<file path="src/hdl/spp_pkg.sv">
// Shared constants for the six-bit port with direction control.
package spp_pkg;
	// ********************************************************
	// Widths
	// ********************************************************
	localparam int PIN_W = 6;
	localparam int DATA_W = 32;
	localparam int ADDR_W = 12;
	localparam int CODE_W = 4;

	// ********************************************************
	// Register indices and byte addresses
	// ********************************************************
	localparam logic [9:0] IDX_PORT_A_DATA = 10'h005;
	localparam logic [9:0] IDX_PORT_A_DIRECTION = 10'h085;
	localparam logic [9:0] IDX_ANALOG_PIN_CONFIG = 10'h09F;
	localparam logic [9:0] IDX_WRITE_MASK = 10'h0C0;
	localparam logic [ADDR_W-1:0] ADDR_PORT_A_DATA = {IDX_PORT_A_DATA, 2'h0};
	localparam logic [ADDR_W-1:0] ADDR_PORT_A_DIRECTION =
		{IDX_PORT_A_DIRECTION, 2'h0};
	localparam logic [ADDR_W-1:0] ADDR_ANALOG_PIN_CONFIG =
		{IDX_ANALOG_PIN_CONFIG, 2'h0};
	localparam logic [ADDR_W-1:0] ADDR_WRITE_MASK = {IDX_WRITE_MASK, 2'h0};

	// ********************************************************
	// Field positions
	// ********************************************************
	localparam int POS_JUSTIFY = 7;
	localparam int POS_CODE_LO = 0;
	localparam int POS_TIMER_PIN = 4;
	localparam int POS_SELECT_PIN = 5;
	localparam int POS_REF_PIN = 3;

	// ********************************************************
	// Reset values
	// ********************************************************
	localparam logic [PIN_W-1:0] RST_DIRECTION = 6'h3F;
	localparam logic [PIN_W-1:0] RST_DATA = 6'h00;
	localparam logic [CODE_W-1:0] RST_CODE = 4'h0;
	localparam logic RST_JUSTIFY = 1'b0;
	localparam logic [PIN_W-1:0] RST_WRITE_MASK = 6'h3F;

	// ********************************************************
	// Analog pin masks, one bit per pin
	// ********************************************************
	localparam logic [PIN_W-1:0] MASK_ALL_ANALOG = 6'h2F;
	localparam logic [PIN_W-1:0] MASK_LOW_THREE = 6'h0B;
	localparam logic [PIN_W-1:0] MASK_REF_ONLY_LOW = 6'h0F;
	localparam logic [PIN_W-1:0] MASK_PIN0 = 6'h01;
	localparam logic [PIN_W-1:0] MASK_PIN0_PIN3 = 6'h09;
	localparam logic [PIN_W-1:0] MASK_NONE = 6'h00;

	// ********************************************************
	// Bus sequencing states
	// ********************************************************
	typedef enum logic [2:0] {
		SPP_IDLE = 3'b001,
		SPP_ANSWER = 3'b010,
		SPP_DONE = 3'b100
	} spp_bus_e;
endpackage

</file>
<file path="src/hdl/spp_pin_sync.sv">
// Two-stage synchroniser for the pin input levels.
`timescale 1ns/1ns
`default_nettype none
module spp_pin_sync #(
	parameter int WIDTH = 6
) (
	// Clock and reset
	input wire logic pclk,
	input wire logic presetn,
	// Levels
	input wire logic [WIDTH-1:0] async_in,
	output logic [WIDTH-1:0] sync_out
);
	// ********************************************************
	// Stages
	// ********************************************************
	// The first stage is seen only by the second; nothing else may read it.
	logic [WIDTH-1:0] stage1_r;

	always_ff @(posedge pclk or negedge presetn) begin
		if (!presetn) begin
			stage1_r <= '0;
			sync_out <= '0;
		end else begin
			stage1_r <= async_in;
			sync_out <= stage1_r;
		end
	end
endmodule
`default_nettype wire

</file>
<file path="src/hdl/spp_port.sv">
// Six-bit bidirectional port with direction and analog pin selection.
//
// Implementation choice: the APB slave port.
`timescale 1ns/1ns
`default_nettype none
module spp_port #(
	parameter int PIN_W = spp_pkg::PIN_W
) (
	// APB clock and reset
	input wire logic pclk,
	input wire logic presetn,
	// APB request
	input wire logic psel,
	input wire logic penable,
	input wire logic pwrite,
	input wire logic [spp_pkg::ADDR_W-1:0] paddr,
	input wire logic [spp_pkg::DATA_W-1:0] pwdata,
	input wire logic [3:0] pstrb,
	// APB answer
	output logic [spp_pkg::DATA_W-1:0] prdata,
	output logic pready,
	output logic pslverr,
	// Port pins
	input wire logic [PIN_W-1:0] pin_in,
	output logic [PIN_W-1:0] pin_out,
	output logic [PIN_W-1:0] pin_oe,
	// Shared peripheral side
	input wire logic slave_select_enable,
	output logic timer_zero_clock_input,
	output logic slave_select_n,
	output logic [PIN_W-1:0] analog_select,
	output logic reference_select,
	output logic result_justify_select
);
	// ********************************************************
	// Decoding functions
	// ********************************************************
	function automatic logic [PIN_W-1:0] analog_mask(
		input logic [spp_pkg::CODE_W-1:0] code
	);
		logic [PIN_W-1:0] m;
		m = spp_pkg::MASK_ALL_ANALOG;
		case (code)
			4'h4, 4'h5: m = spp_pkg::MASK_LOW_THREE;
			4'h6, 4'h7: m = spp_pkg::MASK_NONE;
			4'hD: m = spp_pkg::MASK_REF_ONLY_LOW;
			4'hE: m = spp_pkg::MASK_PIN0;
			4'hF: m = spp_pkg::MASK_PIN0_PIN3;
			default: m = spp_pkg::MASK_ALL_ANALOG;
		endcase
		return m;
	endfunction

	function automatic logic uses_reference(
		input logic [spp_pkg::CODE_W-1:0] code
	);
		logic r;
		r = 1'b0;
		case (code)
			4'h1, 4'h3, 4'h5, 4'h8, 4'hA, 4'hB, 4'hC, 4'hD, 4'hF: r = 1'b1;
			default: r = 1'b0;
		endcase
		return r;
	endfunction

	function automatic logic is_mapped(
		input logic [spp_pkg::ADDR_W-1:0] a
	);
		return (a == spp_pkg::ADDR_PORT_A_DATA) ||
			(a == spp_pkg::ADDR_PORT_A_DIRECTION) ||
			(a == spp_pkg::ADDR_ANALOG_PIN_CONFIG) ||
			(a == spp_pkg::ADDR_WRITE_MASK);
	endfunction

	// ********************************************************
	// Storage
	// ********************************************************
	logic [PIN_W-1:0] latch_r;
	logic [PIN_W-1:0] direction_r;
	logic [spp_pkg::CODE_W-1:0] code_r;
	logic justify_r;
	logic [PIN_W-1:0] write_mask_r;
	logic [PIN_W-1:0] pins_sync;
	spp_pkg::spp_bus_e bus_r;
	spp_pkg::spp_bus_e bus_nxt;

	// ********************************************************
	// Pin sampling
	// ********************************************************
	spp_pin_sync #(
		.WIDTH(PIN_W)
	) u_sync (
		.pclk(pclk),
		.presetn(presetn),
		.async_in(pin_in),
		.sync_out(pins_sync)
	);

	// ********************************************************
	// Combinational views
	// ********************************************************
	logic [PIN_W-1:0] amask;
	logic [PIN_W-1:0] digital_view;
	logic [PIN_W-1:0] owned_input;
	logic [PIN_W-1:0] merged_latch;
	logic [spp_pkg::DATA_W-1:0] read_word;
	logic setup_phase;
	logic commit;
	logic wr_ok;

	// A pin given to the converter reads zero on the digital side.
	assign amask = analog_mask(code_r);
	assign digital_view = pins_sync & ~amask;

	// Slave select takes pin five as an input while enabled.
	always_comb begin
		owned_input = '0;
		owned_input[spp_pkg::POS_SELECT_PIN] = slave_select_enable;
	end

	// Bits outside the write mask keep what the pins showed, as a
	// read-modify-write on a real port would.
	assign merged_latch = (digital_view & ~write_mask_r) |
		(pwdata[PIN_W-1:0] & write_mask_r);

	assign setup_phase = psel && !penable;
	assign commit = psel && penable && pready;
	assign wr_ok = commit && pwrite && !pslverr && pstrb[0];

	// ********************************************************
	// Write strobes
	// ********************************************************
	// One strobe per register; only the edge that ends the access may
	// write, so a master that holds its request never writes twice.
	logic wr_data;
	logic wr_dir;
	logic wr_cfg;
	logic wr_mask;

	assign wr_data = wr_ok && (paddr == spp_pkg::ADDR_PORT_A_DATA);
	assign wr_dir = wr_ok && (paddr == spp_pkg::ADDR_PORT_A_DIRECTION);
	assign wr_cfg = wr_ok && (paddr == spp_pkg::ADDR_ANALOG_PIN_CONFIG);
	assign wr_mask = wr_ok && (paddr == spp_pkg::ADDR_WRITE_MASK);

	always_comb begin
		read_word = '0;
		case (paddr)
			spp_pkg::ADDR_PORT_A_DATA:
				read_word[PIN_W-1:0] = digital_view;
			spp_pkg::ADDR_PORT_A_DIRECTION:
				read_word[PIN_W-1:0] = direction_r;
			spp_pkg::ADDR_ANALOG_PIN_CONFIG: begin
				read_word[spp_pkg::POS_JUSTIFY] = justify_r;
				read_word[spp_pkg::POS_CODE_LO +: spp_pkg::CODE_W] = code_r;
			end
			spp_pkg::ADDR_WRITE_MASK:
				read_word[PIN_W-1:0] = write_mask_r;
			default:
				read_word = '0;
		endcase
	end

	// ********************************************************
	// Bus sequencing
	// ********************************************************
	// The answer is always one access cycle long; ready is raised from a
	// flip-flop after the setup cycle so the bus sees no wait states.
	// Ready follows the sequencer, so no setup is ever answered twice.
	always_comb begin
		bus_nxt = bus_r;
		case (bus_r)
			spp_pkg::SPP_IDLE:
				if (setup_phase) begin
					bus_nxt = spp_pkg::SPP_ANSWER;
				end
			spp_pkg::SPP_ANSWER:
				bus_nxt = spp_pkg::SPP_DONE;
			spp_pkg::SPP_DONE:
				if (setup_phase) begin
					bus_nxt = spp_pkg::SPP_ANSWER;
				end else begin
					bus_nxt = spp_pkg::SPP_IDLE;
				end
			default:
				bus_nxt = spp_pkg::SPP_IDLE;
		endcase
	end

	always_ff @(posedge pclk or negedge presetn) begin
		if (!presetn) begin
			bus_r <= spp_pkg::SPP_IDLE;
		end else begin
			bus_r <= bus_nxt;
		end
	end

	always_ff @(posedge pclk or negedge presetn) begin
		if (!presetn) begin
			pready <= 1'b0;
			pslverr <= 1'b0;
			prdata <= '0;
		end else if (bus_nxt == spp_pkg::SPP_ANSWER) begin
			pready <= 1'b1;
			pslverr <= !is_mapped(paddr);
			prdata <= pwrite ? '0 : read_word;
		end else begin
			pready <= 1'b0;
			pslverr <= 1'b0;
			prdata <= '0;
		end
	end

	// ********************************************************
	// Registers
	// ********************************************************
	always_ff @(posedge pclk or negedge presetn) begin
		if (!presetn) begin
			latch_r <= spp_pkg::RST_DATA;
		end else if (wr_data) begin
			latch_r <= merged_latch;
		end
	end

	always_ff @(posedge pclk or negedge presetn) begin
		if (!presetn) begin
			direction_r <= spp_pkg::RST_DIRECTION;
		end else if (wr_dir) begin
			direction_r <= pwdata[PIN_W-1:0];
		end
	end

	always_ff @(posedge pclk or negedge presetn) begin
		if (!presetn) begin
			code_r <= spp_pkg::RST_CODE;
			justify_r <= spp_pkg::RST_JUSTIFY;
		end else if (wr_cfg) begin
			code_r <= pwdata[spp_pkg::POS_CODE_LO +: spp_pkg::CODE_W];
			justify_r <= pwdata[spp_pkg::POS_JUSTIFY];
		end
	end

	always_ff @(posedge pclk or negedge presetn) begin
		if (!presetn) begin
			write_mask_r <= spp_pkg::RST_WRITE_MASK;
		end else if (wr_mask) begin
			write_mask_r <= pwdata[PIN_W-1:0];
		end
	end

	// ********************************************************
	// Pin drivers
	// ********************************************************
	// Analog selection does not touch the drivers; software must leave
	// those direction bits set or the driver fights the analog source.
	genvar gi;
	generate
		for (gi = 0; gi < PIN_W; gi++) begin : g_pin
			if (gi == spp_pkg::POS_TIMER_PIN) begin : g_od
				always_ff @(posedge pclk or negedge presetn) begin
					if (!presetn) begin
						pin_out[gi] <= 1'b0;
						pin_oe[gi] <= 1'b0;
					end else begin
						pin_out[gi] <= 1'b0;
						pin_oe[gi] <= !direction_r[gi] && !latch_r[gi];
					end
				end
			end else begin : g_cmos
				always_ff @(posedge pclk or negedge presetn) begin
					if (!presetn) begin
						pin_out[gi] <= 1'b0;
						pin_oe[gi] <= 1'b0;
					end else begin
						pin_out[gi] <= latch_r[gi];
						pin_oe[gi] <= !direction_r[gi] && !owned_input[gi];
					end
				end
			end
		end
	endgenerate

	// ********************************************************
	// Peripheral side
	// ********************************************************
	always_ff @(posedge pclk or negedge presetn) begin
		if (!presetn) begin
			timer_zero_clock_input <= 1'b0;
		end else begin
			timer_zero_clock_input <= pins_sync[spp_pkg::POS_TIMER_PIN];
		end
	end

	// Software must pick a code that leaves pin five digital when the
	// slave select is in use; otherwise the select reads as asserted.
	always_ff @(posedge pclk or negedge presetn) begin
		if (!presetn) begin
			slave_select_n <= 1'b1;
		end else begin
			slave_select_n <= !slave_select_enable ||
				digital_view[spp_pkg::POS_SELECT_PIN];
		end
	end

	// The converter side only follows the stored code and justify bit; it never touches
	// the drivers, which follow the direction register, the latch and the slave select enable on pin five.
	always_ff @(posedge pclk or negedge presetn) begin
		if (!presetn) begin
			analog_select <= spp_pkg::MASK_ALL_ANALOG;
		end else begin
			analog_select <= amask;
		end
	end

	always_ff @(posedge pclk or negedge presetn) begin
		if (!presetn) begin
			reference_select <= 1'b0;
		end else begin
			reference_select <= uses_reference(code_r);
		end
	end

	always_ff @(posedge pclk or negedge presetn) begin
		if (!presetn) begin
			result_justify_select <= spp_pkg::RST_JUSTIFY;
		end else begin
			result_justify_select <= justify_r;
		end
	end
endmodule
`default_nettype wire

</file>
<file path="config.mk">
export PLATFORM = sky130hd
export DESIGN_NAME = spp_port
export DESIGN_NICKNAME = d
export VERILOG_FILES = /design/src/hdl/spp_pkg.sv /design/src/hdl/spp_pin_sync.sv /design/src/hdl/spp_port.sv
export SDC_FILE = /design/constraint.sdc
export NUM_CORES = 1
export LEC_CHECK = 0
export BUFFER_PORTS_ARGS = -buffer_cell sky130_fd_sc_hd__buf_2
export CAP_MARGIN = 20
export CORE_MARGIN = 8
export CORE_UTILIZATION = 45
export DETAILED_ROUTE_END_ITERATION = 12
export PLACE_DENSITY = 0.87
export SYNTH_ARGS = -nofsm -noshare
export SYNTH_HDL_FRONTEND = slang
export SYNTH_HIERARCHICAL = 1
export SYNTH_SLANG_ARGS = --single-unit
</file>
<file path="constraint.sdc">
create_clock -name pclk -period 2.07 [get_ports pclk]
set_input_delay 0.207 -clock pclk [delete_from_list [all_inputs] [get_ports pclk]]
set_output_delay 0.207 -clock pclk [all_outputs]
set_load 0.1 [all_outputs]
</file>
==> results.sh <==
export IMPL_fin_setup_tns_ns=0
export IMPL_synthTopCellsByArea="dfrtp_1 42%, dfstp_2 17%, buf_4 7.1%, mux2_4 6.3%, mux2_1 2.4%"
export IMPL_dr_pass1_iters=4
export IMPL_multi_input_area_um2=985.9
export IMPL_drv_cap=0
export IMPL_muxShareOfSynthArea=0.1138
export IMPL_grt_setup_unrepaired="no"
export IMPL_grt_pass1_vias=2128
export IMPL_num_rows=29
export IMPL_portBuffers=60
export IMPL_synth_seq_area_share=0.5950
export IMPL_clk_pin_slew_ns=0.07
export IMPL_fin_util=0.5579
export IMPL_start_util=0.4579
export IMPL_antenna_cells=0
export IMPL_arrival_ns=2.15
export IMPL_synthDominantCellAreaShare=0.4203
export IMPL_num_io_pins=116
export IMPL_finalHoldViolCount=0
export IMPL_setup_viol=0
export IMPL_htree_num_levels=3
export IMPL_area_delta_synth_final_pct=21.85
export IMPL_final_period_utilization=0.8984
export IMPL_finalNetCount=360
export IMPL_ir_drop_uv=474.7
export IMPL_min_path_type="primary input to flop"
export IMPL_synth_compound_area_frac=0.05560
export IMPL_dp_hpwl_mm=4.659
export IMPL_numCtsBuffers=9
export IMPL_dpl_cell_count=358
export IMPL_wl_per_cell_um=16.48
export IMPL_cts_sinks=67
export IMPL_antenna_found_initial=0
export IMPL_p_leak_uw=0.001705
export IMPL_avgSynthCellArea_um2=13.05
export IMPL_final_common_cell="buf_2"
export IMPL_dieHeight_um=95.69
export IMPL_yosysUniqueCellTypes=45
export IMPL_required_ns=2.36
export IMPL_vias_per_cell=4.880
export IMPL_synthXorXnorAreaFrac=0.003065
export IMPL_worstRegToRegCells=5
export IMPL_yosys_area_top_type="dfrtp_1"
export IMPL_gr_total_overflow=0
export IMPL_skew_ns=0.008427
export IMPL_routed_wl_mm=6.294
export IMPL_ys_warn_count=6
export IMPL_cts_root_buffer="clkbuf_8"
export IMPL_tightest_slew_ns=0.6014
export IMPL_synth_ff_type="dfrtp_1"
export IMPL_period_needed_ns=1.860
export IMPL_synth_top_family_by_area="simple AND/OR/NAND/NOR gates"
export IMPL_die_area_mm2=0.009157
export IMPL_final_cell_mix="60 x buf_2, 46 x dfrtp_1, 27 x conb_1"
export IMPL_startpoint_type="flop"
export IMPL_die_w_um=95.69
export IMPL_vias=1864
export IMPL_max_freq_mhz=537.7
export IMPL_grt_pass1_wl_mm=10.15
export IMPL_ys_ff_latch=67
export IMPL_drc=0
export IMPL_syn_cell_area_mm2=0.002858
export IMPL_clk_path_buf_depth=2
export IMPL_grt_use_total=0.1478
export IMPL_core_mm2=0.006241
export IMPL_worstHoldPathCells=2
export IMPL_powerDensity_mw_per_mm2=824.0
export IMPL_nFillCells=538
export IMPL_status="complete, no violations"
export IMPL_crit_type="flop to flop"
export IMPL_maxSlewHeadroom=0.5990
export IMPL_drive_gt1_frac=0.4295
export IMPL_finalMaxSlewViolations=0
export IMPL_synth_edff_count=0
export IMPL_fin_hold_ws_ns=0.09646
export IMPL_synthArstFlopShare=1.000
export IMPL_synthCells=219
export IMPL_cts_tree="yes"
export IMPL_yosys_area_share_simple=0.1370
export IMPL_drtIter0Drc=89
export IMPL_synthAdderAreaFrac=0
export IMPL_final_cells=382
export IMPL_place_gp_congestion=0.8584
export IMPL_path_max_fanout=9
export IMPL_ctsResizeCount=0
export IMPL_ff_latch_area_mm2=0.001705
export IMPL_cp_end_kind="flop"
export IMPL_grt_max_degree=28
export IMPL_ant_nets=0
export IMPL_clk_latency_ns=0.34
## sequential cells by signal (all words and copies together), names as in the netlist, 3 cells and up
register         cells
u_sync/sync_out      6
bus_r                3
prdata               7
write_mask_r         6
pin_oe               6
latch_r              6
u_sync/stage1_r      6
analog_select        5
pin_out              5
code_r               4
direction_r          6
## layout make-up
type / instances / share of cell area
clock buffers: 12 / 0.04743
clock inverters: 4 / 0.01365
inverters: 9 / 0.009702
multi-input cells: 136 / 0.2831
flip-flops and latches: 67 / 0.4898
well taps: 77 / 0.02767
repair buffers: 77 / 0.1286
## critical path, cell delays in order, from the launching register on
cell	delay (ns)
dfstp_2	0.54
xnor2_1	0.06
or3_1	0.36
buf_4	0.18
a2111oi_0	0.48
a221o_1	0.18
## worst paths after layout
| path | start | slack, ns | endpoint |
|---|---|---|---|
| max in group asynchronous | presetn | 0.94 | slave_select_n |
| max | bus_r[0] | 0.21 | prdata[2] |
| min reg2reg | u_sync/stage1_r[1] | 0.35 | u_sync/sync_out[1] |
| min | pwdata[7] | 0.1 | justify_r |
| max reg2reg | bus_r[0] | 0.21 | prdata[2] |
| min in group asynchronous | presetn | 0.40 | u_sync/stage1_r[0] |
## Yosys cell counts (2+ instances only)
master	count
dfrtp_1	48
buf_4	27
dfstp_2	19
nand2_1	15
mux2_4	12
inv_1	9
nor2_1	8
o21ai_0	7
mux2_1	6
mux2_2	6
nor4_1	5
nand3_1	4
nand4_1	4
a21oi_1	3
a221o_1	3
clkbuf_1	3
a32oi_1	2
and2_1	2
and3b_1	2
buf_2	2
nand2b_1	2
nand3b_1	2
nand3b_4	2
nor3_1	2
nor3b_1	2
o2111ai_1	2
or3_1	2
## metal layers
metal | share of wire | track usage
met2 | 0.51 | 0.2366
met5 | 0 | 0
met3 | 0.071 | 0.05460
met4 | 0.017 | 0.08451
met1 | 0.40 | 0.1672
## power breakdown
| part | leakage, uW | switching (uW) | internal, uW |
|---|---|---|---|
| logic | 0.000793 | 330 | 57.0 |
| registers | 0.000804 | 10.4 | 1340 |
| clock network | 0.000108 | 486 | 651 |
| total | 0.00171 | 826 | 2040 |
## metrics by stage
stage | instance area [um^2] | power (uW) | setup slack, ns
finish | 3482 | 2869 | 0.2104
global route | 3482 | 2965 | 0.1645
CTS | 3482 | 2890 | 0.2388
detailed placement | 3189 | 1743 | 0.07491
global placement | 3189 | 1736 | 0.09280
floorplan | 2960 | 1691 | 0.03982
## logic make-up (layout without fill, tap and decap cells)
kind of cell,count (synthesis),in the layout
buffers and inverters,42,102
multiplexers,25,25
AO/OA/AOI/OAI,23,23
AND/OR/NAND/NOR,60,60
XOR/XNOR,1,1
flip-flops,67,67
other,1,27
## timing repair
item                                   in CTS  in global routing
buffers inserted                            0                  0
hold buffers                                8                  0
endpoints found under the hold margin      23                  0
Power figures use the tool's default switching activity.
